<file path="src/rtl/vic_pkg.sv">
// Constants shared by the vectored interrupt controller and its source cells.
// Assumes one 125 MHz clock domain and a synchronous, active-high reset.
// What this block does
// - Internal sources are programmable edge or level triggered.
// - External pins choose rising, falling, high level or low level.
// - Three general external pins plus one fast pin are accepted.
// - Eight-level resolver arbitrates sources 1 to 31 onto the normal line.
// - Strictly higher priority may interrupt a serviced lower level, nesting.
// - One vector per source; vector read returns the winning source's vector.
// - Protect mode stops reads from changing interrupt state.
// - Fast forcing reroutes chosen normal sources to the fast line.
// - Source 1 is the OR of the seven system peripheral interrupts.
// - Pins a, b, c are sources 29, 30, 31; fast pin is source 0.
// - Identifier selects source and clock bit; 15 and 16 unused.
// - Clock set or clear on ids 0, 1, 5, 20, 29-31 does nothing.
// - Converter clock starts on conversion; in sleep stops after each one.
// - System peripheral clocks never stop; id 1 is only an interrupt source.
// - External pin identifiers have no clock gating.
// - Two active-low request outputs: normal line and fast line.
// - Every source is maskable and carries its own vector.
package vic_pkg;
    localparam int          NUM_SRC        = 32;
    localparam int          STACK_DEPTH    = 8;
    localparam int          PRIO_HI        = 2;
    localparam int          TRIG_LO        = 5;
    localparam int          TRIG_HI        = 6;
    localparam int          TRIG_EDGE_BIT  = 0;
    localparam int          TRIG_LOW_BIT   = 1;
    localparam logic [1:0]  TRIG_HIGH      = 2'h0;
    localparam logic [1:0]  TRIG_LOW       = 2'h2;
    localparam int          SRC_FAST       = 0;
    localparam int          SRC_SYS        = 1;
    localparam int          SRC_EXT_A      = 29;
    localparam int          SRC_EXT_B      = 30;
    localparam int          SRC_EXT_C      = 31;
    localparam int          SRC_CONV       = 5;
    localparam logic [31:0] PERIPH_SRC_MASK = 32'h1FFE_7FFC;
    localparam logic [31:0] CLK_CTRL_MASK  = 32'h1FEE_7FDC;
    localparam logic [31:0] CLK_FIXED_MASK = 32'hE011_8003;
    localparam logic [31:0] CLK_RESET      = 32'h0000_0002;
    localparam logic [8:0]  OFS_MODE       = 9'h000;
    localparam logic [8:0]  OFS_VEC        = 9'h080;
    localparam logic [8:0]  OFS_IVR        = 9'h100;
    localparam logic [8:0]  OFS_FVR        = 9'h104;
    localparam logic [8:0]  OFS_ISR        = 9'h108;
    localparam logic [8:0]  OFS_IPR        = 9'h10C;
    localparam logic [8:0]  OFS_IMR        = 9'h110;
    localparam logic [8:0]  OFS_IECR       = 9'h114;
    localparam logic [8:0]  OFS_IDCR       = 9'h118;
    localparam logic [8:0]  OFS_ICCR       = 9'h11C;
    localparam logic [8:0]  OFS_EOICR      = 9'h120;
    localparam logic [8:0]  OFS_FFER       = 9'h124;
    localparam logic [8:0]  OFS_FFDR       = 9'h128;
    localparam logic [8:0]  OFS_FFSR       = 9'h12C;
    localparam logic [8:0]  OFS_PROT       = 9'h130;
    localparam logic [8:0]  OFS_SPU        = 9'h134;
    localparam logic [8:0]  OFS_CORE       = 9'h138;
    localparam logic [8:0]  OFS_EVT_STAT   = 9'h13C;
    localparam logic [8:0]  OFS_EVT_MASK   = 9'h140;
    localparam logic [8:0]  OFS_PCER       = 9'h144;
    localparam logic [8:0]  OFS_PCDR       = 9'h148;
    localparam logic [8:0]  OFS_PCSR       = 9'h14C;
    localparam logic [8:0]  OFS_CONV       = 9'h150;
    localparam int          EVT_NORMAL     = 0;
    localparam int          EVT_FAST       = 1;
    localparam int          EVT_SPUR       = 2;
endpackage : vic_pkg

</file>
<file path="src/rtl/vic_top.sv">
// Vectored priority interrupt controller with an Avalon-MM register slave.
// Assumes all inputs are synchronous to ref_clk_i; one clock domain only.
`timescale 1ns/1ps
`default_nettype none
module vic_top
    import vic_pkg::*;
(
    input  wire logic        ref_clk_i,
    input  wire logic        rst_i,
    input  wire logic        ce_i,
    input  wire logic [8:0]  avs_address_i,
    input  wire logic        avs_read_i,
    input  wire logic        avs_write_i,
    input  wire logic [31:0] avs_writedata_i,
    input  wire logic [3:0]  avs_byteenable_i,
    output logic      [31:0] avs_readdata_o,
    output logic             avs_waitrequest_o,
    input  wire logic        fast_irq_input_i,
    input  wire logic        ext_irq_pin_a_i,
    input  wire logic        ext_irq_pin_b_i,
    input  wire logic        ext_irq_pin_c_i,
    input  wire logic [31:0] periph_irq_i,
    input  wire logic [6:0]  sys_irq_i,
    input  wire logic        conv_start_i,
    input  wire logic        conv_done_i,
    output logic             core_normal_irq_n_o,
    output logic             core_fast_irq_n_o,
    output logic             irq_o,
    output logic      [31:0] periph_clk_en_o
);
    logic [6:0]  mode_ff [NUM_SRC];
    logic [6:0]  nxt_mode [NUM_SRC];
    logic [31:0] vec_ff [NUM_SRC];
    logic [31:0] nxt_vec [NUM_SRC];
    logic [2:0]  stk_lvl_ff [STACK_DEPTH];
    logic [2:0]  nxt_stk_lvl [STACK_DEPTH];
    logic [4:0]  stk_src_ff [STACK_DEPTH];
    logic [4:0]  nxt_stk_src [STACK_DEPTH];
    logic [3:0]  depth_ff;
    logic [3:0]  nxt_depth;
    logic [31:0] en_ff;
    logic [31:0] nxt_en;
    logic [31:0] ffr_ff;
    logic [31:0] nxt_ffr;
    logic        protect_ff;
    logic        nxt_protect;
    logic [31:0] spu_ff;
    logic [31:0] nxt_spu;
    logic [2:0]  evt_ff;
    logic [2:0]  nxt_evt;
    logic [2:0]  evt_mask_ff;
    logic [2:0]  nxt_evt_mask;
    logic        irq_ff;
    logic        nxt_irq;
    logic [31:0] clk_ff;
    logic [31:0] nxt_clk;
    logic        sleep_ff;
    logic        nxt_sleep;
    logic        wait_ff;
    logic        nxt_wait;
    logic [31:0] rdata_ff;
    logic [31:0] nxt_rdata;
    logic        core_normal_irq_n_ff;
    logic        core_fast_irq_n_ff;
    logic [31:0] raw_src;
    logic [31:0] pend;
    logic [31:0] edge_clr;
    logic [31:0] wmask;
    logic [31:0] wd;
    logic        rd_do;
    logic        wr_do;
    logic        ack_do;
    logic        win_valid;
    logic [4:0]  win_src;
    logic [2:0]  win_prio;
    logic [31:0] win_vec;
    logic [2:0]  top;
    logic [2:0]  cur_lvl;
    logic [4:0]  cur_src;
    logic        irq_req;
    logic        fast_req;
    logic [4:0]  ridx;

    // Source map: fast pin on 0, system OR on 1, pins a-c on 29-31.
    always_comb begin
        raw_src            = periph_irq_i & PERIPH_SRC_MASK;
        raw_src[SRC_FAST]  = fast_irq_input_i;
        raw_src[SRC_SYS]   = |sys_irq_i;
        raw_src[SRC_EXT_A] = ext_irq_pin_a_i;
        raw_src[SRC_EXT_B] = ext_irq_pin_b_i;
        raw_src[SRC_EXT_C] = ext_irq_pin_c_i;
    end

    // One cell per source; only the four external ones honour the polarity bit.
    genvar g;
    generate
        for (g = 0; g < NUM_SRC; g++) begin : g_src
            vic_src_cond #(
                .EXT_POL ((g == SRC_FAST) || (g >= SRC_EXT_A))
            ) u_cond (
                .ref_clk_i (ref_clk_i),
                .rst_i     (rst_i),
                .ce_i      (ce_i),
                .raw_i     (raw_src[g]),
                .trig_i    (mode_ff[g][TRIG_HI:TRIG_LO]),
                .clr_i     (edge_clr[g]),
                .pend_o    (pend[g])
            );
        end
    endgenerate

    // Bus timing: a request is answered one cycle after it is first seen.
    always_comb begin
        rd_do = ce_i && avs_read_i && wait_ff;
        wr_do = ce_i && avs_write_i && !wait_ff;
        nxt_wait = !((avs_read_i || avs_write_i) && wait_ff);
        wmask = {{8{avs_byteenable_i[3]}}, {8{avs_byteenable_i[2]}},
                 {8{avs_byteenable_i[1]}}, {8{avs_byteenable_i[0]}}};
        wd = avs_writedata_i & wmask;
        ridx = avs_address_i[6:2];
    end

    // Ascending scan with a strict compare keeps the lowest number on ties.
    always_comb begin
        win_valid = 1'b0;
        win_src   = 5'h00;
        win_prio  = 3'h0;
        for (int n = 1; n < NUM_SRC; n++) begin
            if (pend[n] && en_ff[n] && !ffr_ff[n]
                && (!win_valid || mode_ff[n][PRIO_HI:0] > win_prio)) begin
                win_valid = 1'b1;
                win_src   = 5'(n);
                win_prio  = mode_ff[n][PRIO_HI:0];
            end
        end
        win_vec = vec_ff[win_src];
        top     = 3'(depth_ff - 4'h1);
        cur_lvl = stk_lvl_ff[top];
        cur_src = (depth_ff == 4'h0) ? 5'h00 : stk_src_ff[top];
        // A full stack blocks further nesting rather than losing a level.
        irq_req = win_valid && ((depth_ff == 4'h0)
                  || (win_prio > cur_lvl && depth_ff < 4'(STACK_DEPTH)));
        fast_req = |(pend & en_ff & (ffr_ff | 32'h0000_0001));
        // Under protect, reads never acknowledge; software writes instead.
        ack_do = (rd_do && avs_address_i == OFS_IVR && !protect_ff)
                 || (wr_do && avs_address_i == OFS_IVR && protect_ff);
    end

    // Register read mux; the vector read picks the winning source's vector.
    always_comb begin
        nxt_rdata = rdata_ff;
        if (rd_do) begin
            if (avs_address_i < OFS_VEC) begin
                nxt_rdata = {25'h0000000, mode_ff[ridx]};
            end else if (avs_address_i < OFS_IVR) begin
                nxt_rdata = vec_ff[ridx];
            end else begin
                case (avs_address_i)
                    OFS_IVR:      nxt_rdata = irq_req ? win_vec : spu_ff;
                    OFS_FVR:      nxt_rdata = fast_req ? vec_ff[SRC_FAST] : spu_ff;
                    OFS_ISR:      nxt_rdata = {27'h0000000, cur_src};
                    OFS_IPR:      nxt_rdata = pend;
                    OFS_IMR:      nxt_rdata = en_ff;
                    OFS_FFSR:     nxt_rdata = ffr_ff;
                    OFS_PROT:     nxt_rdata = {31'h00000000, protect_ff};
                    OFS_SPU:      nxt_rdata = spu_ff;
                    OFS_CORE:     nxt_rdata = {30'h00000000, !core_fast_irq_n_ff, !core_normal_irq_n_ff};
                    OFS_EVT_STAT: nxt_rdata = {29'h00000000, evt_ff};
                    OFS_EVT_MASK: nxt_rdata = {29'h00000000, evt_mask_ff};
                    OFS_PCSR:     nxt_rdata = clk_ff;
                    OFS_CONV:     nxt_rdata = {31'h00000000, sleep_ff};
                    default:      nxt_rdata = 32'h0000_0000;
                endcase
            end
        end
    end

    // Configuration, mask, forcing and the nesting stack.
    always_comb begin
        nxt_mode    = mode_ff;
        nxt_vec     = vec_ff;
        nxt_stk_lvl = stk_lvl_ff;
        nxt_stk_src = stk_src_ff;
        nxt_depth   = depth_ff;
        nxt_en      = en_ff;
        nxt_ffr     = ffr_ff;
        nxt_protect = protect_ff;
        nxt_spu     = spu_ff;
        edge_clr    = 32'h0000_0000;
        if (wr_do) begin
            if (avs_address_i < OFS_VEC) begin
                nxt_mode[ridx] = 7'((mode_ff[ridx] & ~wmask[6:0]) | wd[6:0]);
            end else if (avs_address_i < OFS_IVR) begin
                nxt_vec[ridx] = (vec_ff[ridx] & ~wmask) | wd;
            end else begin
                case (avs_address_i)
                    OFS_IECR:  nxt_en = en_ff | wd;
                    OFS_IDCR:  nxt_en = en_ff & ~wd;
                    OFS_ICCR:  edge_clr = wd;
                    OFS_EOICR: nxt_depth = (depth_ff == 4'h0) ? depth_ff : depth_ff - 4'h1;
                    OFS_FFER:  nxt_ffr = ffr_ff | (wd & 32'hFFFF_FFFE);
                    OFS_FFDR:  nxt_ffr = ffr_ff & ~wd;
                    OFS_PROT:  nxt_protect = (protect_ff & ~wmask[0]) | wd[0];
                    OFS_SPU:   nxt_spu = (spu_ff & ~wmask) | wd;
                    default:   nxt_depth = depth_ff;
                endcase
            end
        end
        // Acknowledge: push the level, clear the winner's edge latch.
        if (ack_do && irq_req) begin
            nxt_stk_lvl[depth_ff[2:0]] = win_prio;
            nxt_stk_src[depth_ff[2:0]] = win_src;
            nxt_depth = depth_ff + 4'h1;
            edge_clr[win_src] = 1'b1;
        end
        if (rd_do && avs_address_i == OFS_FVR && !protect_ff) begin
            edge_clr[SRC_FAST] = 1'b1;
        end
    end

    // Event flags: set wins over the write-one-to-clear in the same cycle.
    always_comb begin
        logic [2:0] w1c;
        logic [2:0] hit;
        w1c = (wr_do && avs_address_i == OFS_EVT_STAT) ? wd[2:0] : 3'h0;
        hit = 3'h0;
        hit[EVT_NORMAL] = irq_req && core_normal_irq_n_ff;
        hit[EVT_FAST]   = fast_req && core_fast_irq_n_ff;
        hit[EVT_SPUR]   = ack_do && !irq_req;
        nxt_evt = (evt_ff & ~w1c) | hit;
        nxt_evt_mask = evt_mask_ff;
        if (wr_do && avs_address_i == OFS_EVT_MASK) begin
            nxt_evt_mask = (evt_mask_ff & ~wmask[2:0]) | wd[2:0];
        end
        nxt_irq = |(nxt_evt & nxt_evt_mask);
    end

    // Peripheral clock gates; fixed bits never move whatever is written.
    always_comb begin
        nxt_clk   = clk_ff;
        nxt_sleep = sleep_ff;
        if (wr_do && avs_address_i == OFS_PCER) begin
            nxt_clk = clk_ff | (wd & CLK_CTRL_MASK);
        end
        if (wr_do && avs_address_i == OFS_PCDR) begin
            nxt_clk = clk_ff & ~(wd & CLK_CTRL_MASK);
        end
        if (wr_do && avs_address_i == OFS_CONV) begin
            nxt_sleep = (sleep_ff & ~wmask[0]) | wd[0];
        end
        // Start wins over a stop in the same cycle so a new conversion has a clock.
        if (conv_start_i) begin
            nxt_clk[SRC_CONV] = 1'b1;
        end else if (conv_done_i && sleep_ff) begin
            nxt_clk[SRC_CONV] = 1'b0;
        end
    end

    // All state registers; everything freezes while ce_i is low.
    always_ff @(posedge ref_clk_i) begin
        if (rst_i) begin
            for (int n = 0; n < NUM_SRC; n++) begin
                mode_ff[n] <= 7'h00;
                vec_ff[n]  <= 32'h0000_0000;
            end
            for (int n = 0; n < STACK_DEPTH; n++) begin
                stk_lvl_ff[n] <= 3'h0;
                stk_src_ff[n] <= 5'h00;
            end
            depth_ff    <= 4'h0;
            en_ff       <= 32'h0000_0000;
            ffr_ff      <= 32'h0000_0000;
            protect_ff  <= 1'b0;
            spu_ff      <= 32'h0000_0000;
            evt_ff      <= 3'h0;
            evt_mask_ff <= 3'h0;
            irq_ff      <= 1'b0;
            clk_ff      <= CLK_RESET;
            sleep_ff    <= 1'b0;
            wait_ff     <= 1'b1;
            rdata_ff    <= 32'h0000_0000;
            core_normal_irq_n_ff     <= 1'b1;
            core_fast_irq_n_ff     <= 1'b1;
        end else if (ce_i) begin
            mode_ff     <= nxt_mode;
            vec_ff      <= nxt_vec;
            stk_lvl_ff  <= nxt_stk_lvl;
            stk_src_ff  <= nxt_stk_src;
            depth_ff    <= nxt_depth;
            en_ff       <= nxt_en;
            ffr_ff      <= nxt_ffr;
            protect_ff  <= nxt_protect;
            spu_ff      <= nxt_spu;
            evt_ff      <= nxt_evt;
            evt_mask_ff <= nxt_evt_mask;
            irq_ff      <= nxt_irq;
            clk_ff      <= nxt_clk;
            sleep_ff    <= nxt_sleep;
            wait_ff     <= nxt_wait;
            rdata_ff    <= nxt_rdata;
            core_normal_irq_n_ff     <= !irq_req;
            core_fast_irq_n_ff     <= !fast_req;
        end
    end

    // Outputs come straight from flip-flops.
    assign avs_readdata_o      = rdata_ff;
    assign avs_waitrequest_o   = wait_ff;
    assign core_normal_irq_n_o = core_normal_irq_n_ff;
    assign core_fast_irq_n_o   = core_fast_irq_n_ff;
    assign irq_o               = irq_ff;
    assign periph_clk_en_o     = clk_ff;
endmodule : vic_top
`default_nettype wire

</file>
<file path="src/rtl/vic_src_cond.sv">
// One interrupt source cell: trigger selection and the pending flag.
// Assumes the raw request is synchronous to ref_clk_i.
`timescale 1ns/1ps
`default_nettype none
module vic_src_cond
    import vic_pkg::*;
#(
    parameter bit EXT_POL = 1'b0
) (
    input  wire logic       ref_clk_i,
    input  wire logic       rst_i,
    input  wire logic       ce_i,
    input  wire logic       raw_i,
    input  wire logic [1:0] trig_i,
    input  wire logic       clr_i,
    output logic            pend_o
);
    logic prev_ff;
    logic pend_ff;
    logic nxt_prev;
    logic nxt_pend;
    logic act_lvl;

    // Internal sources ignore the polarity bit, so they offer only edge or level.
    always_comb begin
        act_lvl  = (EXT_POL && trig_i[TRIG_LOW_BIT]) ? !raw_i : raw_i;
        nxt_prev = act_lvl;
        if (trig_i[TRIG_EDGE_BIT]) begin
            // A new edge in the clearing cycle wins, so no edge is lost.
            nxt_pend = (pend_ff && !clr_i) || (act_lvl && !prev_ff);
        end else begin
            nxt_pend = act_lvl;
        end
    end

    // State only moves while the clock enable is high.
    always_ff @(posedge ref_clk_i) begin
        if (rst_i) begin
            prev_ff <= 1'b0;
            pend_ff <= 1'b0;
        end else if (ce_i) begin
            prev_ff <= nxt_prev;
            pend_ff <= nxt_pend;
        end
    end

    assign pend_o = pend_ff;
endmodule : vic_src_cond
`default_nettype wire

</file>
<file path="config.mk">
export PLATFORM = sky130hd
export DESIGN_NAME = vic_top
export DESIGN_NICKNAME = d
export VERILOG_FILES = /design/src/rtl/vic_pkg.sv /design/src/rtl/vic_top.sv /design/src/rtl/vic_src_cond.sv
export SDC_FILE = /design/constraint.sdc
export NUM_CORES = 2
export LEC_CHECK = 0
export BUFFER_PORTS_ARGS = -buffer_cell sky130_fd_sc_hd__buf_2
export CAP_MARGIN = 30
export CORE_UTILIZATION = 40
export CTS_CLUSTER_DIAMETER = 60
export DETAILED_ROUTE_END_ITERATION = 6
export GPL_ROUTABILITY_DRIVEN = 1
export HOLD_SLACK_MARGIN = 0.1
export PLACE_DENSITY_LB_ADDON = 0.25
export SYNTH_ARGS = -nofsm -noshare
export SYNTH_HDL_FRONTEND = slang
export SYNTH_SLANG_ARGS = --single-unit
</file>
<file path="constraint.sdc">
create_clock -name ref_clk_i -period 41 [get_ports ref_clk_i]
set_clock_uncertainty 0.15 [all_clocks]
set_input_delay 4.1 -clock ref_clk_i [delete_from_list [all_inputs] [get_ports ref_clk_i]]
set_output_delay 4.1 -clock ref_clk_i [all_outputs]
set_load 0.005 [all_outputs]
</file>
==> run summary <==
Cells after Synth -> 9,794
Worst Hold Class -> reg -> reg
CTS tree -> yes
Number of buffers and inverters on the critical path -> 37
Detailed-route vias per instance -> 6.75
Tmin final -> 43.60 ns
Slew of the pin with the lowest slew margin -> 1.17 ns
Final net count -> 10,200
Combinational share of power -> 5.5%
Dpl hpwl -> 279,000 um
Die span in y -> 450 um
Total count of hold-check failures in the final report -> 0
Required time of the critical path -> 41.60 ns
Number of synthesized flops with an enable pin -> 0
Remaining antenna violation count -> 0
Synth warn -> 0
Period Utilization, post-route -> 106%
Clock tree root buffer cell -> clkbuf_16
Maximum clock rate -> 22.9 MHz
Leading cell types in the layout, fill and taps excluded -> nand2_1, dfxtp_1, a21oi_1
Total wirelength of the detailed-routed design -> 440,000 um
Setup tns final -> -315.71 ns
GRT Util Overall -> 41.5%
Final Util -> 49.6%
Initial antenna violation count -> 32
Most used flip-flop cell after synthesis -> dfxtp_1
Worst setup SP type -> flop
Count of pins on the block boundary -> 163
Sort of element at the end of the critical path -> flop
Flop and latch count out of synthesis -> 1,542
Count of vias placed by the detailed router -> 87,200
Fillers -> 18,600
Layout cell share with drive strength beyond 1 -> 23.5%
Final WS setup -> -2.60 ns
Data arrival time of the worst path -> 44.20 ns
Status -> finished with violations
Flop2flop setup slack -> -2.60 ns
FP Rows -> 164
Share of the synthesized area in the top cell type -> 38.4%
Maximum clock insertion buffer count -> 3
Sw frac -> 25.9%
Library cell occupying the most area in the post-synthesis netlist -> dfxtp_1
P_int -> 2500 uW
Power density of the placed cells -> 34.1 mW/mm^2
Area of the die -> 0.203 mm^2
Leakage power of the design -> 0.0334 uW
Worst max-slew margin expressed relative to the limit -> 22.3%
Distinct cells, synth -> 108
Kind of critical path -> reg -> reg
Clock latency on the worst-skew pair -> 0.91 ns
Critical Path End -> avs_readdata_o[18]$_SDFFE_PP0P_
Area added between synthesis and finish -> 23.2%
Num CTS Buffers -> 178
Slew Limit Fails -> 0
Number of max-cap violations -> 0
Critical path depth -> 258
DRC marker count from the first detailed-route iteration -> 15,000
Capturing point of the worst reg2reg path -> avs_readdata_o[18]$_SDFFE_PP0P_
Leftover overflow at the end of global routing -> 0
Peak per-stage delay on the critical path -> 0.66 ns
CP max-delay cell -> a21oi_1
Pin count of the biggest net entering global routing -> 216
Top cells by area in the synthesized netlist -> dfxtp_1, nand2_1, mux4_2
First-pass GRT wire length -> 606,000 um
Violations in the final reports -> design-rule violations, negative setup slack
Die boundary width -> 450 um
Kind of cell adding the most delay to the critical path -> compound AO/OA/AOI/OAI gates
Sw Pwr -> 872 uW
Total number of clock tree sinks -> 1,542
Max H-tree Level -> 4
Async set-or-reset flop fraction in the synthesized netlist -> 0%
Clk network pwr share -> 49.7%
Avg Cell Area, Syn -> 8.21 um^2
Fraction of power consumed by sequential logic -> 44.8%
Highest fanout seen on the critical path -> 8
Unrepaired setup endpoints after global routing -> true
Logic depth of the worst register-to-register path -> 258
Count of unresolved DRC violations after routing -> 16
Commonest non-fill, non-tap cell in the layout -> nand2_1
Clk slew on worst S/H paths -> 0.06 ns
Number of buffers inserted by port buffering -> 147
Via count of the first global-routing pass -> 80,000
Initial core utilization -> 40.3%
Avg WL per Cell -> 34.1 um
Max VDD drop -> 48.0 uV
Pre-CTS worst setup slack -> -4.36 ns
Placer Congestion -> 1.04
Syn Std Cell Area -> 0.0804 mm^2
Sequential element share of the synthesized area -> 38.4%
Count of hold-fix buffers inserted at cts -> 0
Core area -> 0.200 mm^2
Total iterations of the first detailed-routing run -> 7
Final setup violation count -> 135
-- Yosys cell counts, drive strengths merged (24+ instances only) --
| cell type | number |
|---|---|
| a2111oi | 26 |
| a211oi | 323 |
| a21oi | 1222 |
| a221oi | 56 |
| a22o | 27 |
| a22oi | 50 |
| a311oi | 66 |
| a31oi | 86 |
| a32oi | 29 |
| and3 | 39 |
| and3b | 24 |
| buf | 167 |
| clkbuf | 739 |
| dfxtp | 1542 |
| ha | 72 |
| inv | 91 |
| mux2 | 60 |
| mux2i | 235 |
| mux4 | 398 |
| nand2 | 2474 |
| nand3 | 361 |
| nand4 | 39 |
| nor2 | 684 |
| nor3 | 96 |
| nor4 | 52 |
| o2111ai | 75 |
| o211ai | 37 |
| o21ai | 231 |
| o221ai | 72 |
| o22ai | 114 |
| or3 | 27 |
-- power groups by stage --
stage | logic [uW] | registers (uW) | clock network [uW]
3_3_place_gp | 167 | 1540 | 0
3_5_place_dp | 170 | 1540 | 0
5_1_grt | 184 | 1510 | 1740
2_1_floorplan | 100 | 1540 | 0
4_1_cts | 171 | 1510 | 1670
6_report | 184 | 1510 | 1680
-- how the worst min path moves through the flow --
stage	endpoint	from	slack, ns	cells past startpoint
global placement	mode_ff[55]$_SDFFE_PP0P_	mode_ff[55]$_SDFFE_PP0P_	0.29	2
CTS	mode_ff[95]$_SDFFE_PP0P_	mode_ff[95]$_SDFFE_PP0P_	0.30	2
finish	mode_ff[95]$_SDFFE_PP0P_	mode_ff[95]$_SDFFE_PP0P_	0.31	2
global route	mode_ff[165]$_SDFFE_PP0P_	mode_ff[165]$_SDFFE_PP0P_	0.33	2
detailed placement	mode_ff[95]$_SDFFE_PP0P_	mode_ff[95]$_SDFFE_PP0P_	0.30	2
floorplan	mode_ff[150]$_SDFFE_PP0P_	mode_ff[150]$_SDFFE_PP0P_	0.28	2
-- logic make-up (layout without fill, tap and decap cells) --
logic type      after synthesis  in the layout  synth area share, %
flops                      1542           1542                 38.4
xor+xnor                      8              8               0.0872
simple gates               3905           3905                 20.2
mux                         693            693                 14.9
other cells                   2             43              0.00934
fa+ha+maj                    73             73                 1.13
compound gates             2574           2574                 20.2
buf+inv                     997           1413                 5.02
-- tightest hold or removal path, delay by kind of cell, from the launching register on --
family | cells | cell delay (ns)
compound gates | 1 | 0.05
flops | 1 | 0.31
simple gates | 1 | 0.05
-- final cells by class --
cell class              instances  area (um^2)  area share [%]
inverters                      91          344           0.348
flip-flops and latches       1542        30900            31.2
multi-input cells            7261        49500            50.0
well taps                    2656         3320            3.36
diodes                         35         87.6          0.0885
repair buffers                999         8810            8.89
clock inverters                62          812           0.820
clock buffers                 261         5270            5.32
-- routing by layer --
metal	vias to the layer above	track usage, %	share of wire, %
met5	-	0.189	0.097
met2	7293	58.2	40
met3	2256	16.2	15
li1	35800	-	-
met4	34	34.2	9.8
met1	41700	49.7	35
-- registers in the layout (all words and copies together), names as in the netlist, 3 cells and up, named ones only --
signal	count
avs_readdata_o	32
depth_ff	4
evt_ff	3
evt_mask_ff	3
g_src.u_cond.pend_o	32
g_src.u_cond.prev_ff	30
mode_ff	224
stk_lvl_ff	24
stk_src_ff	40
vec_ff	1024
-- stage by stage --
stage | total power [uW] | cells | hold slack, ns | area (um^2)
final | 3370 | 12900 | 0.305 | 99000
after global routing | 3430 | 12900 | 0.326 | 98900
after CTS | 3350 | 12800 | 0.303 | 96900
after detailed placement | 1710 | 12400 | 0.295 | 88600
after global placement | 1710 | 12400 | 0.288 | 88200
after floorplan | 1640 | 9800 | 0.283 | 81200
-- repair_timing --
item | 4_1_cts | 5_1_grt
setup buffers | 98 | 65
pin swaps | 166 | 236
resized for setup | 278 | 305
endpoints found under the setup margin | 135 | 135
gates cloned | 4 | 2
Power figures use the tool's default switching activity.
